File: src/dvs_cfg.svh
`ifndef DVS_CFG_SVH
`define DVS_CFG_SVH

// controller clock
`define DVS_CLK_MHZ 200

// start delay after enable is registered, in microseconds
`define DVS_START_DELAY_US 8000

// one dac code step in microvolts
`define DVS_STEP_UV 6250

// slew rates in mV/us at the two strap settings
`define DVS_SLEW_MIN_MV_US 10
`define DVS_SLEW_MAX_MV_US 20

// cycles between dac steps, rounded up so the rate is never exceeded
`define DVS_SLEW_SLOW_CYC \
  ((`DVS_STEP_UV * `DVS_CLK_MHZ + `DVS_SLEW_MIN_MV_US * 1000 - 1) / (`DVS_SLEW_MIN_MV_US * 1000))
`define DVS_SLEW_FAST_CYC \
  ((`DVS_STEP_UV * `DVS_CLK_MHZ + `DVS_SLEW_MAX_MV_US * 1000 - 1) / (`DVS_SLEW_MAX_MV_US * 1000))

// boot dac codes selected by {clock, data} at enable
`define DVS_BOOT_CODE_0 8'h40
`define DVS_BOOT_CODE_1 8'h60
`define DVS_BOOT_CODE_2 8'h80
`define DVS_BOOT_CODE_3 8'ha0

// register byte offsets
`define DVS_REG_CTRL 4'h0
`define DVS_REG_STATUS 4'h4
`define DVS_REG_VOLT 4'h8
`define DVS_REG_STRAP 4'hc

// control register fields and reset value
`define DVS_CTRL_DE_BIT 0
`define DVS_CTRL_RESET 1'h0

// serial command frame length in bits
`define DVS_FRAME_BITS 4'h9

`endif

File: src/dvs_pkg.sv
package dvs_pkg;

  // start-up sequence states
  typedef enum logic [2:0] {
    DVS_IDLE = 3'b000,
    DVS_DELAY = 3'b001,
    DVS_SOFT = 3'b010,
    DVS_RUN = 3'b011,
    DVS_SHUT = 3'b100
  } dvs_state_e;

  // dac code type
  typedef logic [7:0] dvs_code_t;

endpackage

File: src/dvs_phase.sv
`timescale 1ns/10ps
// one pwm slave channel with its low-side gate
module dvs_phase (
  input wire logic sys_clk,
  input wire logic rst,
  input wire logic chan_en,
  input wire logic phase_clk,
  input wire logic window_hit,
  input wire logic zero_cross,
  input wire logic diode_emulation_mode,
  output logic pwm_q,
  output logic low_side_gate_q
);

  // pwm on at clock, off at window, low side fills the gap
  always_ff @(posedge sys_clk) begin
    if (rst || !chan_en) begin
      pwm_q <= 1'b0;
      low_side_gate_q <= 1'b0;
    end else if (phase_clk) begin
      // clock starts the pulse, low side released in the same cycle
      pwm_q <= 1'b1;
      low_side_gate_q <= 1'b0;
    end else if (pwm_q && window_hit) begin
      // ripple ramp reached window level
      pwm_q <= 1'b0;
      low_side_gate_q <= 1'b1;
    end else if (!pwm_q && diode_emulation_mode && zero_cross) begin
      // phase node at zero, stop reverse current until next clock
      low_side_gate_q <= 1'b0;
    end
  end

endmodule

File: src/dvs_sequencer.sv
`timescale 1ns/10ps
`include "dvs_cfg.svh"
//
// Contract
// - core one to three phases, aux one or two
// - ramp trip gives one master pulse, ramp restarts
// - three phases get pulses in rotation
// - two phases alternate pulses
// - single phase takes every pulse
// - pwm rises on clock, falls at window
// - diode emulation drops low gate at zero
// - sense strap high disables that channel
// - first sense strap high disables regulator
// - start needs power-on-reset and enable high
// - boot code latched from serial pins at enable
// - fixed delay reading straps before soft-start
// - straps decoded during the start delay
// - soft-start steps dac at strapped slew
// - slew ten or twenty mV per microsecond
// - power good rises when soft-start ends
// - slew to new code, acknowledge increases
// - telemetry shifted out on host clock
// - thermal warning with hysteresis, thermal shutdown
module dvs_sequencer #(
  parameter int unsigned START_DELAY_CYC = `DVS_START_DELAY_US * `DVS_CLK_MHZ
) (
  input wire logic sys_clk,
  input wire logic rst,
  input wire logic [3:0] avs_address,
  input wire logic avs_read,
  input wire logic avs_write,
  input wire logic [31:0] avs_writedata,
  output logic [31:0] avs_readdata,
  output logic avs_waitrequest,
  input wire logic enable,
  input wire logic por_ok,
  input wire logic serial_volt_clock,
  input wire logic serial_volt_data,
  input wire logic host_power_ok,
  input wire logic core_phase1_sense,
  input wire logic [1:0] core_phase_sense_strap,
  input wire logic aux_phase1_sense,
  input wire logic aux_phase_sense_strap,
  input wire logic aux_comp_strap,
  input wire logic aux_mode_slew_strap,
  input wire logic [1:0] ramp_trip,
  input wire logic [4:0] window_level_hit,
  input wire logic [4:0] phase_zero,
  input wire logic therm_warn_set,
  input wire logic therm_warn_clear,
  input wire logic therm_shutdown,
  output logic [4:0] pwm,
  output logic [4:0] low_side_gate,
  output logic [1:0] ramp_restart,
  output logic core_power_good,
  output logic aux_power_good,
  output logic [1:0] slew_change_ack,
  output logic serial_telem_data,
  output logic therm_warn,
  output logic therm_shut
);

  localparam int NRAW = 27;

  // pins gathered for the two-stage synchroniser
  wire [NRAW-1:0] raw_in = {enable, por_ok, serial_volt_clock, serial_volt_data,
    host_power_ok, core_phase1_sense, core_phase_sense_strap, aux_phase1_sense,
    aux_phase_sense_strap, aux_comp_strap, aux_mode_slew_strap, ramp_trip,
    window_level_hit, phase_zero, therm_warn_set, therm_warn_clear, therm_shutdown};
  logic [NRAW-1:0] meta_q; // first stage, read only by second
  logic [NRAW-1:0] sync_q; // second stage, safe to use

  // every outside level passes two flops
  always_ff @(posedge sys_clk) begin
    meta_q <= raw_in;
    sync_q <= meta_q;
  end

  // named views of synchronised inputs
  wire en_s = sync_q[26];
  wire por_s = sync_q[25];
  wire svc_s = sync_q[24];
  wire svd_s = sync_q[23];
  wire pok_s = sync_q[22];
  wire core_p1_s = sync_q[21];
  wire [1:0] core_ps_s = sync_q[20:19];
  wire aux_p1_s = sync_q[18];
  wire aux_ps_s = sync_q[17];
  wire comp_s = sync_q[16];
  wire slew_s = sync_q[15];
  wire [1:0] trip_s = sync_q[14:13];
  wire [4:0] win_s = sync_q[12:8];
  wire [4:0] zc_s = sync_q[7:3];
  wire warn_set_s = sync_q[2];
  wire warn_clr_s = sync_q[1];
  wire shut_s = sync_q[0];

  // sequence state and counters
  dvs_pkg::dvs_state_e state_q;
  dvs_pkg::dvs_state_e state_d;
  logic [31:0] dly_q; // start delay counter
  logic [1:0] boot_q; // latched boot selection
  logic [1:0] core_cnt_q; // active core phases, 0 when off
  logic [1:0] aux_cnt_q; // active aux phases, 0 when off
  logic slew_fast_q; // strap picked the fast slew
  logic comp_strap_q; // strap reading kept for the strap register
  logic ctrl_de_q; // diode emulation enable
  logic svc_prev_q; // serial clock history
  logic [8:0] cmd_sh_q; // incoming command shift
  logic [3:0] bit_q; // bits in current frame
  logic [15:0] telem_q; // outgoing telemetry shift
  logic [1:0] trip_prev_q; // ramp trip history
  logic [1:0] ptr_q [2]; // phase rotation pointer per regulator
  dvs_pkg::dvs_code_t tgt_q [2]; // target code per regulator
  dvs_pkg::dvs_code_t dac_q [2]; // present dac code per regulator
  logic [7:0] slew_cnt_q [2]; // step spacing counter
  logic [1:0] up_q; // increase in flight per regulator
  logic [1:0] pg_q; // power good per regulator
  logic warn_q; // thermal warning flag
  logic shut_q; // thermal shutdown flag
  logic wait_q; // bus wait request
  logic [31:0] rdata_q; // bus read data

  // start condition and phase gating
  wire go = en_s && por_s;
  wire running = (state_q == dvs_pkg::DVS_SOFT) || (state_q == dvs_pkg::DVS_RUN);
  wire delay_done = (dly_q == START_DELAY_CYC - 32'd1);
  wire [1:0] reg_en = {aux_cnt_q != 2'd0, core_cnt_q != 2'd0};

  // per regulator soft-start done, disabled ones count as done
  wire [1:0] done;
  assign done[0] = !reg_en[0] || (dac_q[0] == tgt_q[0]);
  assign done[1] = !reg_en[1] || (dac_q[1] == tgt_q[1]);

  // strap decode: phase1 high kills the regulator, later straps trim phases
  wire [1:0] core_cnt_d = core_p1_s ? 2'd0 :
    core_ps_s[0] ? 2'd1 : (core_ps_s[1] ? 2'd2 : 2'd3);
  wire [1:0] aux_cnt_d = aux_p1_s ? 2'd0 : (aux_ps_s ? 2'd1 : 2'd2);

  // boot code lookup from {clock, data}
  wire [7:0] boot_code = (boot_q == 2'd0) ? `DVS_BOOT_CODE_0 :
    (boot_q == 2'd1) ? `DVS_BOOT_CODE_1 :
    (boot_q == 2'd2) ? `DVS_BOOT_CODE_2 : `DVS_BOOT_CODE_3;

  // step spacing chosen by the slew strap
  wire [7:0] slew_cyc = slew_fast_q ? 8'(`DVS_SLEW_FAST_CYC) : 8'(`DVS_SLEW_SLOW_CYC);

  // state transitions
  always_comb begin
    state_d = state_q;
    case (state_q)
      dvs_pkg::DVS_IDLE: begin
        if (go) begin
          state_d = dvs_pkg::DVS_DELAY;
        end
      end
      dvs_pkg::DVS_DELAY: begin
        if (delay_done) begin
          state_d = dvs_pkg::DVS_SOFT;
        end
      end
      dvs_pkg::DVS_SOFT: begin
        if (done == 2'b11) begin
          state_d = dvs_pkg::DVS_RUN;
        end
      end
      dvs_pkg::DVS_RUN: state_d = dvs_pkg::DVS_RUN;
      dvs_pkg::DVS_SHUT: state_d = dvs_pkg::DVS_SHUT;
      default: state_d = dvs_pkg::DVS_IDLE;
    endcase
    // loss of enable or bias ends everything, thermal trip latches off
    if (state_q != dvs_pkg::DVS_IDLE && !go) begin
      state_d = dvs_pkg::DVS_IDLE;
    end else if (state_q != dvs_pkg::DVS_IDLE && shut_s) begin
      state_d = dvs_pkg::DVS_SHUT;
    end
  end

  // state register
  always_ff @(posedge sys_clk) begin
    if (rst) begin
      state_q <= dvs_pkg::DVS_IDLE;
    end else begin
      state_q <= state_d;
    end
  end

  // delay count and boot code latch at enable
  always_ff @(posedge sys_clk) begin
    if (rst) begin
      dly_q <= 32'd0;
      boot_q <= 2'd0;
    end else if (state_q == dvs_pkg::DVS_IDLE) begin
      dly_q <= 32'd0;
      if (go) begin
        boot_q <= {svc_s, svd_s};
      end
    end else if (state_q == dvs_pkg::DVS_DELAY) begin
      dly_q <= dly_q + 32'd1;
    end
  end

  // straps read continuously through the delay, frozen afterwards
  always_ff @(posedge sys_clk) begin
    if (rst) begin
      core_cnt_q <= 2'd0;
      aux_cnt_q <= 2'd0;
      slew_fast_q <= 1'b0;
      comp_strap_q <= 1'b0;
    end else if (state_q == dvs_pkg::DVS_DELAY) begin
      core_cnt_q <= core_cnt_d;
      aux_cnt_q <= aux_cnt_d;
      slew_fast_q <= slew_s;
      comp_strap_q <= comp_s;
    end
  end

  // master clock: one pulse per ramp trip edge
  wire [1:0] mclk = trip_s & ~trip_prev_q & reg_en & {running, running};

  // phase clocks from the rotation pointers
  wire [4:0] pclk = {mclk[1] && ptr_q[1] == 2'd1, mclk[1] && ptr_q[1] == 2'd0,
    mclk[0] && ptr_q[0] == 2'd2, mclk[0] && ptr_q[0] == 2'd1,
    mclk[0] && ptr_q[0] == 2'd0};

  // channels allowed to switch
  wire [4:0] chan_en = {running && aux_cnt_q == 2'd2, running && reg_en[1],
    running && core_cnt_q == 2'd3, running && core_cnt_q >= 2'd2,
    running && reg_en[0]};

  // trip history, restart pulse and rotation
  always_ff @(posedge sys_clk) begin
    if (rst) begin
      trip_prev_q <= 2'b00;
      ramp_restart <= 2'b00;
      ptr_q[0] <= 2'd0;
      ptr_q[1] <= 2'd0;
    end else begin
      trip_prev_q <= trip_s;
      ramp_restart <= mclk;
      if (!running) begin
        ptr_q[0] <= 2'd0;
        ptr_q[1] <= 2'd0;
      end else begin
        // wrap after the last active phase
        if (mclk[0]) begin
          ptr_q[0] <= (ptr_q[0] >= core_cnt_q - 2'd1) ? 2'd0 : ptr_q[0] + 2'd1;
        end
        if (mclk[1]) begin
          ptr_q[1] <= (ptr_q[1] >= aux_cnt_q - 2'd1) ? 2'd0 : ptr_q[1] + 2'd1;
        end
      end
    end
  end

  // pwm slave channels
  genvar gi;
  generate
    for (gi = 0; gi < 5; gi++) begin : g_phase
      dvs_phase u_phase (
        .sys_clk(sys_clk),
        .rst(rst),
        .chan_en(chan_en[gi]),
        .phase_clk(pclk[gi]),
        .window_hit(win_s[gi]),
        .zero_cross(zc_s[gi]),
        .diode_emulation_mode(ctrl_de_q),
        .pwm_q(pwm[gi]),
        .low_side_gate_q(low_side_gate[gi])
      );
    end
  endgenerate

  // serial clock edges and command acceptance
  wire svc_rise = svc_s && !svc_prev_q;
  wire svc_fall = !svc_s && svc_prev_q;
  wire accept = pok_s && state_q == dvs_pkg::DVS_RUN;
  wire frame_end = accept && svc_rise && (bit_q == `DVS_FRAME_BITS - 4'd1);
  wire [8:0] cmd_word = {cmd_sh_q[7:0], svd_s};

  // command shift in, telemetry shift out
  always_ff @(posedge sys_clk) begin
    if (rst) begin
      svc_prev_q <= 1'b0;
      cmd_sh_q <= 9'h000;
      bit_q <= 4'h0;
      telem_q <= 16'h0000;
    end else begin
      svc_prev_q <= svc_s;
      if (!accept) begin
        bit_q <= 4'h0;
        telem_q <= 16'h0000;
      end else if (svc_rise) begin
        cmd_sh_q <= cmd_word;
        bit_q <= frame_end ? 4'h0 : bit_q + 4'h1;
        if (frame_end) begin
          telem_q <= {dac_q[1], dac_q[0]};
        end
      end else if (svc_fall) begin
        telem_q <= {telem_q[14:0], 1'b0};
      end
    end
  end

  // telemetry pin follows the shift head
  always_ff @(posedge sys_clk) begin
    if (rst) begin
      serial_telem_data <= 1'b0;
    end else begin
      serial_telem_data <= telem_q[15];
    end
  end

  // per regulator target, dac ramp, acknowledge and power good
  generate
    for (gi = 0; gi < 2; gi++) begin : g_reg
      wire cmd_hit = frame_end && (cmd_word[8] == 1'(gi));
      wire step = running && reg_en[gi] && (dac_q[gi] != tgt_q[gi]) &&
        (slew_cnt_q[gi] >= slew_cyc - 8'd1);

      always_ff @(posedge sys_clk) begin
        if (rst || state_q == dvs_pkg::DVS_IDLE || state_q == dvs_pkg::DVS_SHUT) begin
          tgt_q[gi] <= 8'h00;
          dac_q[gi] <= 8'h00;
          slew_cnt_q[gi] <= 8'h00;
          up_q[gi] <= 1'b0;
          slew_change_ack[gi] <= 1'b0;
        end else begin
          if (state_q == dvs_pkg::DVS_DELAY) begin
            tgt_q[gi] <= boot_code;
          end else if (cmd_hit) begin
            tgt_q[gi] <= cmd_word[7:0];
            up_q[gi] <= cmd_word[7:0] > tgt_q[gi];
            slew_change_ack[gi] <= 1'b0;
          end else if (up_q[gi] && dac_q[gi] == tgt_q[gi]) begin
            up_q[gi] <= 1'b0;
            slew_change_ack[gi] <= 1'b1;
          end
          // one code step every slew interval
          if (step || dac_q[gi] == tgt_q[gi]) begin
            slew_cnt_q[gi] <= 8'h00;
          end else if (running) begin
            slew_cnt_q[gi] <= slew_cnt_q[gi] + 8'h01;
          end
          if (step) begin
            dac_q[gi] <= (dac_q[gi] < tgt_q[gi]) ? dac_q[gi] + 8'h01 :
              dac_q[gi] - 8'h01;
          end
        end
      end

      // power good once this regulator finishes soft-start
      always_ff @(posedge sys_clk) begin
        if (rst || !running) begin
          pg_q[gi] <= 1'b0;
        end else if (state_q == dvs_pkg::DVS_SOFT && reg_en[gi] && done[gi]) begin
          pg_q[gi] <= 1'b1;
        end
      end
    end
  endgenerate

  // power good pins
  always_ff @(posedge sys_clk) begin
    if (rst) begin
      core_power_good <= 1'b0;
      aux_power_good <= 1'b0;
    end else begin
      core_power_good <= pg_q[0];
      aux_power_good <= pg_q[1];
    end
  end

  // thermal flags, set beats clear, shutdown sticks until idle
  always_ff @(posedge sys_clk) begin
    if (rst) begin
      warn_q <= 1'b0;
      shut_q <= 1'b0;
    end else begin
      if (warn_set_s) begin
        warn_q <= 1'b1;
      end else if (warn_clr_s) begin
        warn_q <= 1'b0;
      end
      shut_q <= (state_d == dvs_pkg::DVS_SHUT);
    end
  end
  assign therm_warn = warn_q;
  assign therm_shut = shut_q;

  // bus decode
  wire bus_req = avs_read || avs_write;
  wire wr_ctrl = avs_write && !wait_q && avs_address == `DVS_REG_CTRL;
  wire [31:0] rd_mux = (avs_address == `DVS_REG_CTRL) ? {31'h0, ctrl_de_q} :
    (avs_address == `DVS_REG_STATUS) ? {20'h0, aux_cnt_q, core_cnt_q, pok_s, shut_q,
      warn_q, pg_q, state_q} :
    (avs_address == `DVS_REG_VOLT) ? {6'h0, boot_q, tgt_q[1], tgt_q[0], dac_q[0]} :
    (avs_address == `DVS_REG_STRAP) ? {28'h0, comp_strap_q, slew_fast_q, reg_en} :
    32'h0;

  // one wait cycle per access, data ready when wait drops
  always_ff @(posedge sys_clk) begin
    if (rst) begin
      wait_q <= 1'b1;
      rdata_q <= 32'h0;
      ctrl_de_q <= `DVS_CTRL_RESET;
    end else begin
      wait_q <= !(bus_req && wait_q);
      if (avs_read && wait_q) begin
        rdata_q <= rd_mux;
      end
      if (wr_ctrl) begin
        ctrl_de_q <= avs_writedata[`DVS_CTRL_DE_BIT];
      end
    end
  end
  assign avs_waitrequest = wait_q;
  assign avs_readdata = rdata_q;

endmodule

File: config.mk
export PLATFORM = sky130hd
export DESIGN_NAME = dvs_sequencer
export DESIGN_NICKNAME = d
export VERILOG_FILES = /design/src/dvs_pkg.sv /design/src/dvs_phase.sv /design/src/dvs_sequencer.sv
export VERILOG_INCLUDE_DIRS = /design/src
export SDC_FILE = /design/constraint.sdc
export NUM_CORES = 1
export LEC_CHECK = 0
export ABC_AREA = 1
export BUFFER_PORTS_ARGS = -buffer_cell sky130_fd_sc_hd__buf_2
export CAP_MARGIN = 40
export CORE_AREA = 5 5 163 165
export CTS_CLUSTER_DIAMETER = 50
export DETAILED_ROUTE_END_ITERATION = 10
export DIE_AREA = 0 0 168 170
export PLACE_DENSITY = 0.67
export RECOVER_POWER = 25
export SLEW_MARGIN = 40
export SYNTH_ARGS = -nofsm -noshare
export SYNTH_HDL_FRONTEND = slang
export SYNTH_SLANG_ARGS = --single-unit
File: constraint.sdc
create_clock -name sys_clk -period 2.4 [get_ports sys_clk]
set_input_delay 0.12 -clock sys_clk [delete_from_list [all_inputs] [get_ports sys_clk]]
set_output_delay 0.12 -clock sys_clk [all_outputs]
set_load 0.02 [all_outputs]
==> results.py <==
metrics = {
    "sta": {
        "final.setup_skew_ns": 0.0327,
        "rsz0062_at_grt": "true",
        "setup_viol": 0,
        "min_period_over_period": 0.988,
        "achievable-frequency_mhz": 422,
        "timing_max_transition_violations_final": 0,
        "worst_slew_pin_slew_ns": 0.787,
        "hold_viol": 0,
        "finalWorstPathRequiredPeriod_ns": 2.37,
        "max-slew-margin-rel": 0.476,
        "setup_total_negative_slack_ns": 0,
    },
    "hold_path": {
        "holdPathStages": 6,
        "hold_path.class": "primary input to register",
    },
    "power": {
        "power.internal_uw": 7490,
        "total_power_uw": 10200,
        "pwr-share-clk": 0.450,
        "sequentialPowerShare": 0.409,
        "cellLeakagePower_uw": 0.00590,
        "relative_contribution_of_combinational_cells_to_total_power": 0.142,
        "switching_power_uw": 2700,
        "vdd_ir_drop_max_v": 0.000710,
        "switching_share": 0.265,
        "power.density_nw_per_um2": 732,
    },
    "global_route": {
        "first_pass_grt_wire_length_microns": 45200,
        "grt_max_degree": 35,
        "antenna_violations_before_repair": 0,
        "gr_util_all_layers": 0.189,
        "gr-total-overflow": 0,
        "first_global_vias": 9325,
    },
    "logic_synthesis": {
        "seq_area_frac_synth": 0.468,
        "syn_area_per_cell_sq_um": 7.83,
        "post_synth_instance_area_sq_um": 11000,
        "synth-seq-cells": 231,
        "syn-instance-count": 1403,
        "ys.warnings.count": 0,
        "count_of_cell_types_in_the_netlist": 45,
        "primary_ff_master_synth": "dfxtp_1",
        "async_reset_ff_frac": 0,
        "synth_edf_count": 52,
    },
    "placement": {
        "gp_congestion": 0.908,
        "buffer_ports.inserted": 81,
        "placed_area_sq_um": 12200,
        "total_instance_count_after_detailed_placement": 1849,
        "detailedPlacementHpwl_microns": 19900,
    },
    "worst_setup_path": {
        "rr_worst_depth": 12,
        "worst_ep_required_time_ns": 2.81,
        "critPathCaptureType": "register",
        "critical-path-top-delay-family": "simple AND/OR/NAND/NOR gates",
        "critPathMaxStageDelay_ns": 0.45,
        "worstSetupStartpointType": "register",
        "crit_chain": "ha_1, nand2_2, inv_2, nand2_1, nand2_1, nand2_2, nand2_8, fa_2, nand4_1, o211ai_1, or2_4, a21oi_2",
        "timing_worst_setup_path_type": "register to register",
        "ff2ff_setup_slack_ns": 0.03,
        "worstSetupPathDepth": 12,
        "critPathBufInv": 1,
        "timing.critical_path.arrival_ns": 2.78,
        "crit_path_top_delay_cell": "edfxtp_1",
        "maximum_fanout_encountered_on_the_critical_timing_path": 7,
    },
    "floorplanning": {
        "area_of_the_die_sq_um": 28600,
        "io_pins": 119,
        "number_of_standard_cell_rows_in_the_floorplan": 58,
        "initial_utilization": 0.441,
        "die_height_microns": 170,
        "die_w_microns": 168,
        "core_area_sq_um": 24900,
    },
    "clock_tree": {
        "clock_insertion_delay_worst_skew_ns": 0.57,
        "tritoncts_clock_tree": "done",
        "ctsHtreeMaxLevel": 1,
        "cts-buffers-inserted": 30,
        "tritoncts_num_sinks": 231,
        "cts.path.max_buffers": 3,
        "cts_root_buffer": "clkbuf_16",
        "clkSlewWorstSetupHoldPaths_ns": 0.06,
    },
    "cells_and_area": {
        "most_common_cell_after_layout_fill_and_taps_aside": "nand2_1",
        "finalNonFillerCells": 1949,
        "antenna_cells_inserted": 0,
        "fill_cells": 2238,
        "area_growth_syn_to_layout_pct": 26.8,
        "layout-drive-gt1-share": 0.178,
        "finalInstanceArea_sq_um": 13900,
        "utilization": 0.560,
        "design.final.nets": 1731,
        "layout_common_cells": "316 x nand2_1, 197 x nor2_1, 179 x dfxtp_1",
    },
    "detailed_routing": {
        "number_of_design_rule_violations_left_by_the_first_detailed_router_iteration": 621,
        "postRouteAntennaNets": 0,
        "wl_microns": 27800,
        "vias_per_cell": 4.93,
        "drt_drc_violations_left": 0,
        "drt-wirelength-per-cell_microns": 14.3,
        "vias_after_detailed_routing": 9609,
        "drt_first_pass_iters": 5,
    },
    "flow_run": {
        "maxCapViolations": 0,
    },
    "outcome": {
        "result_of_the_run": "finished clean",
    },
}
[path summary, 6_finish.rpt]
check | end | startpoint
setup / recovery | dac_q[1][6]$_SDFFCE_PN0P_ | dac_q[1][2]$_SDFFCE_PN0P_
hold reg to reg | sync_q[26]$_DFF_P_ | meta_q[26]$_DFF_P_
setup reg to reg | dac_q[1][6]$_SDFFCE_PN0P_ | dac_q[1][2]$_SDFFCE_PN0P_
hold / removal | avs_readdata[0]$_SDFFE_PP0P_ | avs_address[0]
[cells by family after synthesis]
logic type,share of synthesized area
simple gates,0.247
flops,0.468
buf+inv,0.0828
compound gates,0.102
fa+ha+maj,0.0800
xor+xnor,0.0191
other cells,0.000341
[through the flow]
| stage | worst slack [ns] | hold WS [ns] |
|---|---|---|
| floorplan | 0.0446 | 0.148 |
| global placement | -0.104 | 0.222 |
| detailed placement | -0.195 | 0.224 |
| CTS | 0.00268 | 0.0309 |
| global route | -0.108 | 0.0972 |
| finish | 0.0295 | 0.0477 |
[power by group through the flow]
stage               registers [uW]  clock network [uW]  logic, uW
finish                        4160                4580       1440
global route                  4180                4860       1580
CTS                           4160                4650       1280
detailed placement            4240                   0       1120
global placement              4240                   0       1100
floorplan                     4250                   0        667
[worst min-delay path, delay by kind of cell]
kind | cells | cell delay [ns]
buf+inv | 2 | 0.13
simple gates | 2 | 0.19
compound gates | 2 | 0.13
[metal layers]
layer,up-vias,global-route usage,wire (microns)
li1,4906,-,-
met2,230,0.333,13600
met4,0,0.0610,865
met3,68,0.0325,1320
met1,4405,0.237,12000
met5,-,0,0
[what timing repair did]
| action | CTS | global route |
|---|---|---|
| pin swaps | 6 | 28 |
| resized for setup | 20 | 48 |
| hold endpoints to repair | 37 | 0 |
| hold buffers | 32 | 0 |
| setup buffers | 3 | 9 |
| endpoints found under the setup margin | 11 | 20 |
[registers in the layout, indices dropped and copies added, names as in the netlist, 3 cells and up]
| name | count |
|---|---|
| dly_q | 32 |
| dac_q | 16 |
| avs_readdata | 26 |
| slew_cnt_q | 16 |
| tgt_q | 16 |
| bit_q | 4 |
| g_phase.u_phase.low_side_gate_q | 5 |
| cmd_sh_q | 8 |
| telem_q | 16 |
| sync_q | 27 |
| meta_q | 27 |
| ptr_q | 4 |
| state_q | 3 |
| g_phase.u_phase.pwm_q | 5 |
[cell type report]
class                   count  area, sq um  area share
clock inverters            14          169      0.0121
clock buffers              42          888      0.0638
flip-flops and latches    231         5140       0.369
repair buffers            197         1360      0.0975
well taps                 330          413      0.0296
inverters                 179          672      0.0482
multi-input cells         956         5280       0.379
[cell usage after synthesis, drive strengths merged (7+ instances only)]
cell,count,share of area
nand2,329,0.11
nor2,212,0.077
dfxtp,179,0.33
inv,179,0.061
a21oi,104,0.047
o21ai,73,0.033
ha,67,0.076
nand3,54,0.025
edfxtp,52,0.14
buf,27,0.017
nand4,21,0.013
xor2,17,0.014
clkbuf,15,0.0051
nor3,13,0.0069
o22ai,10,0.0057
xnor2,7,0.0056
No activity file was read; power rests on OpenSTA's default activity.
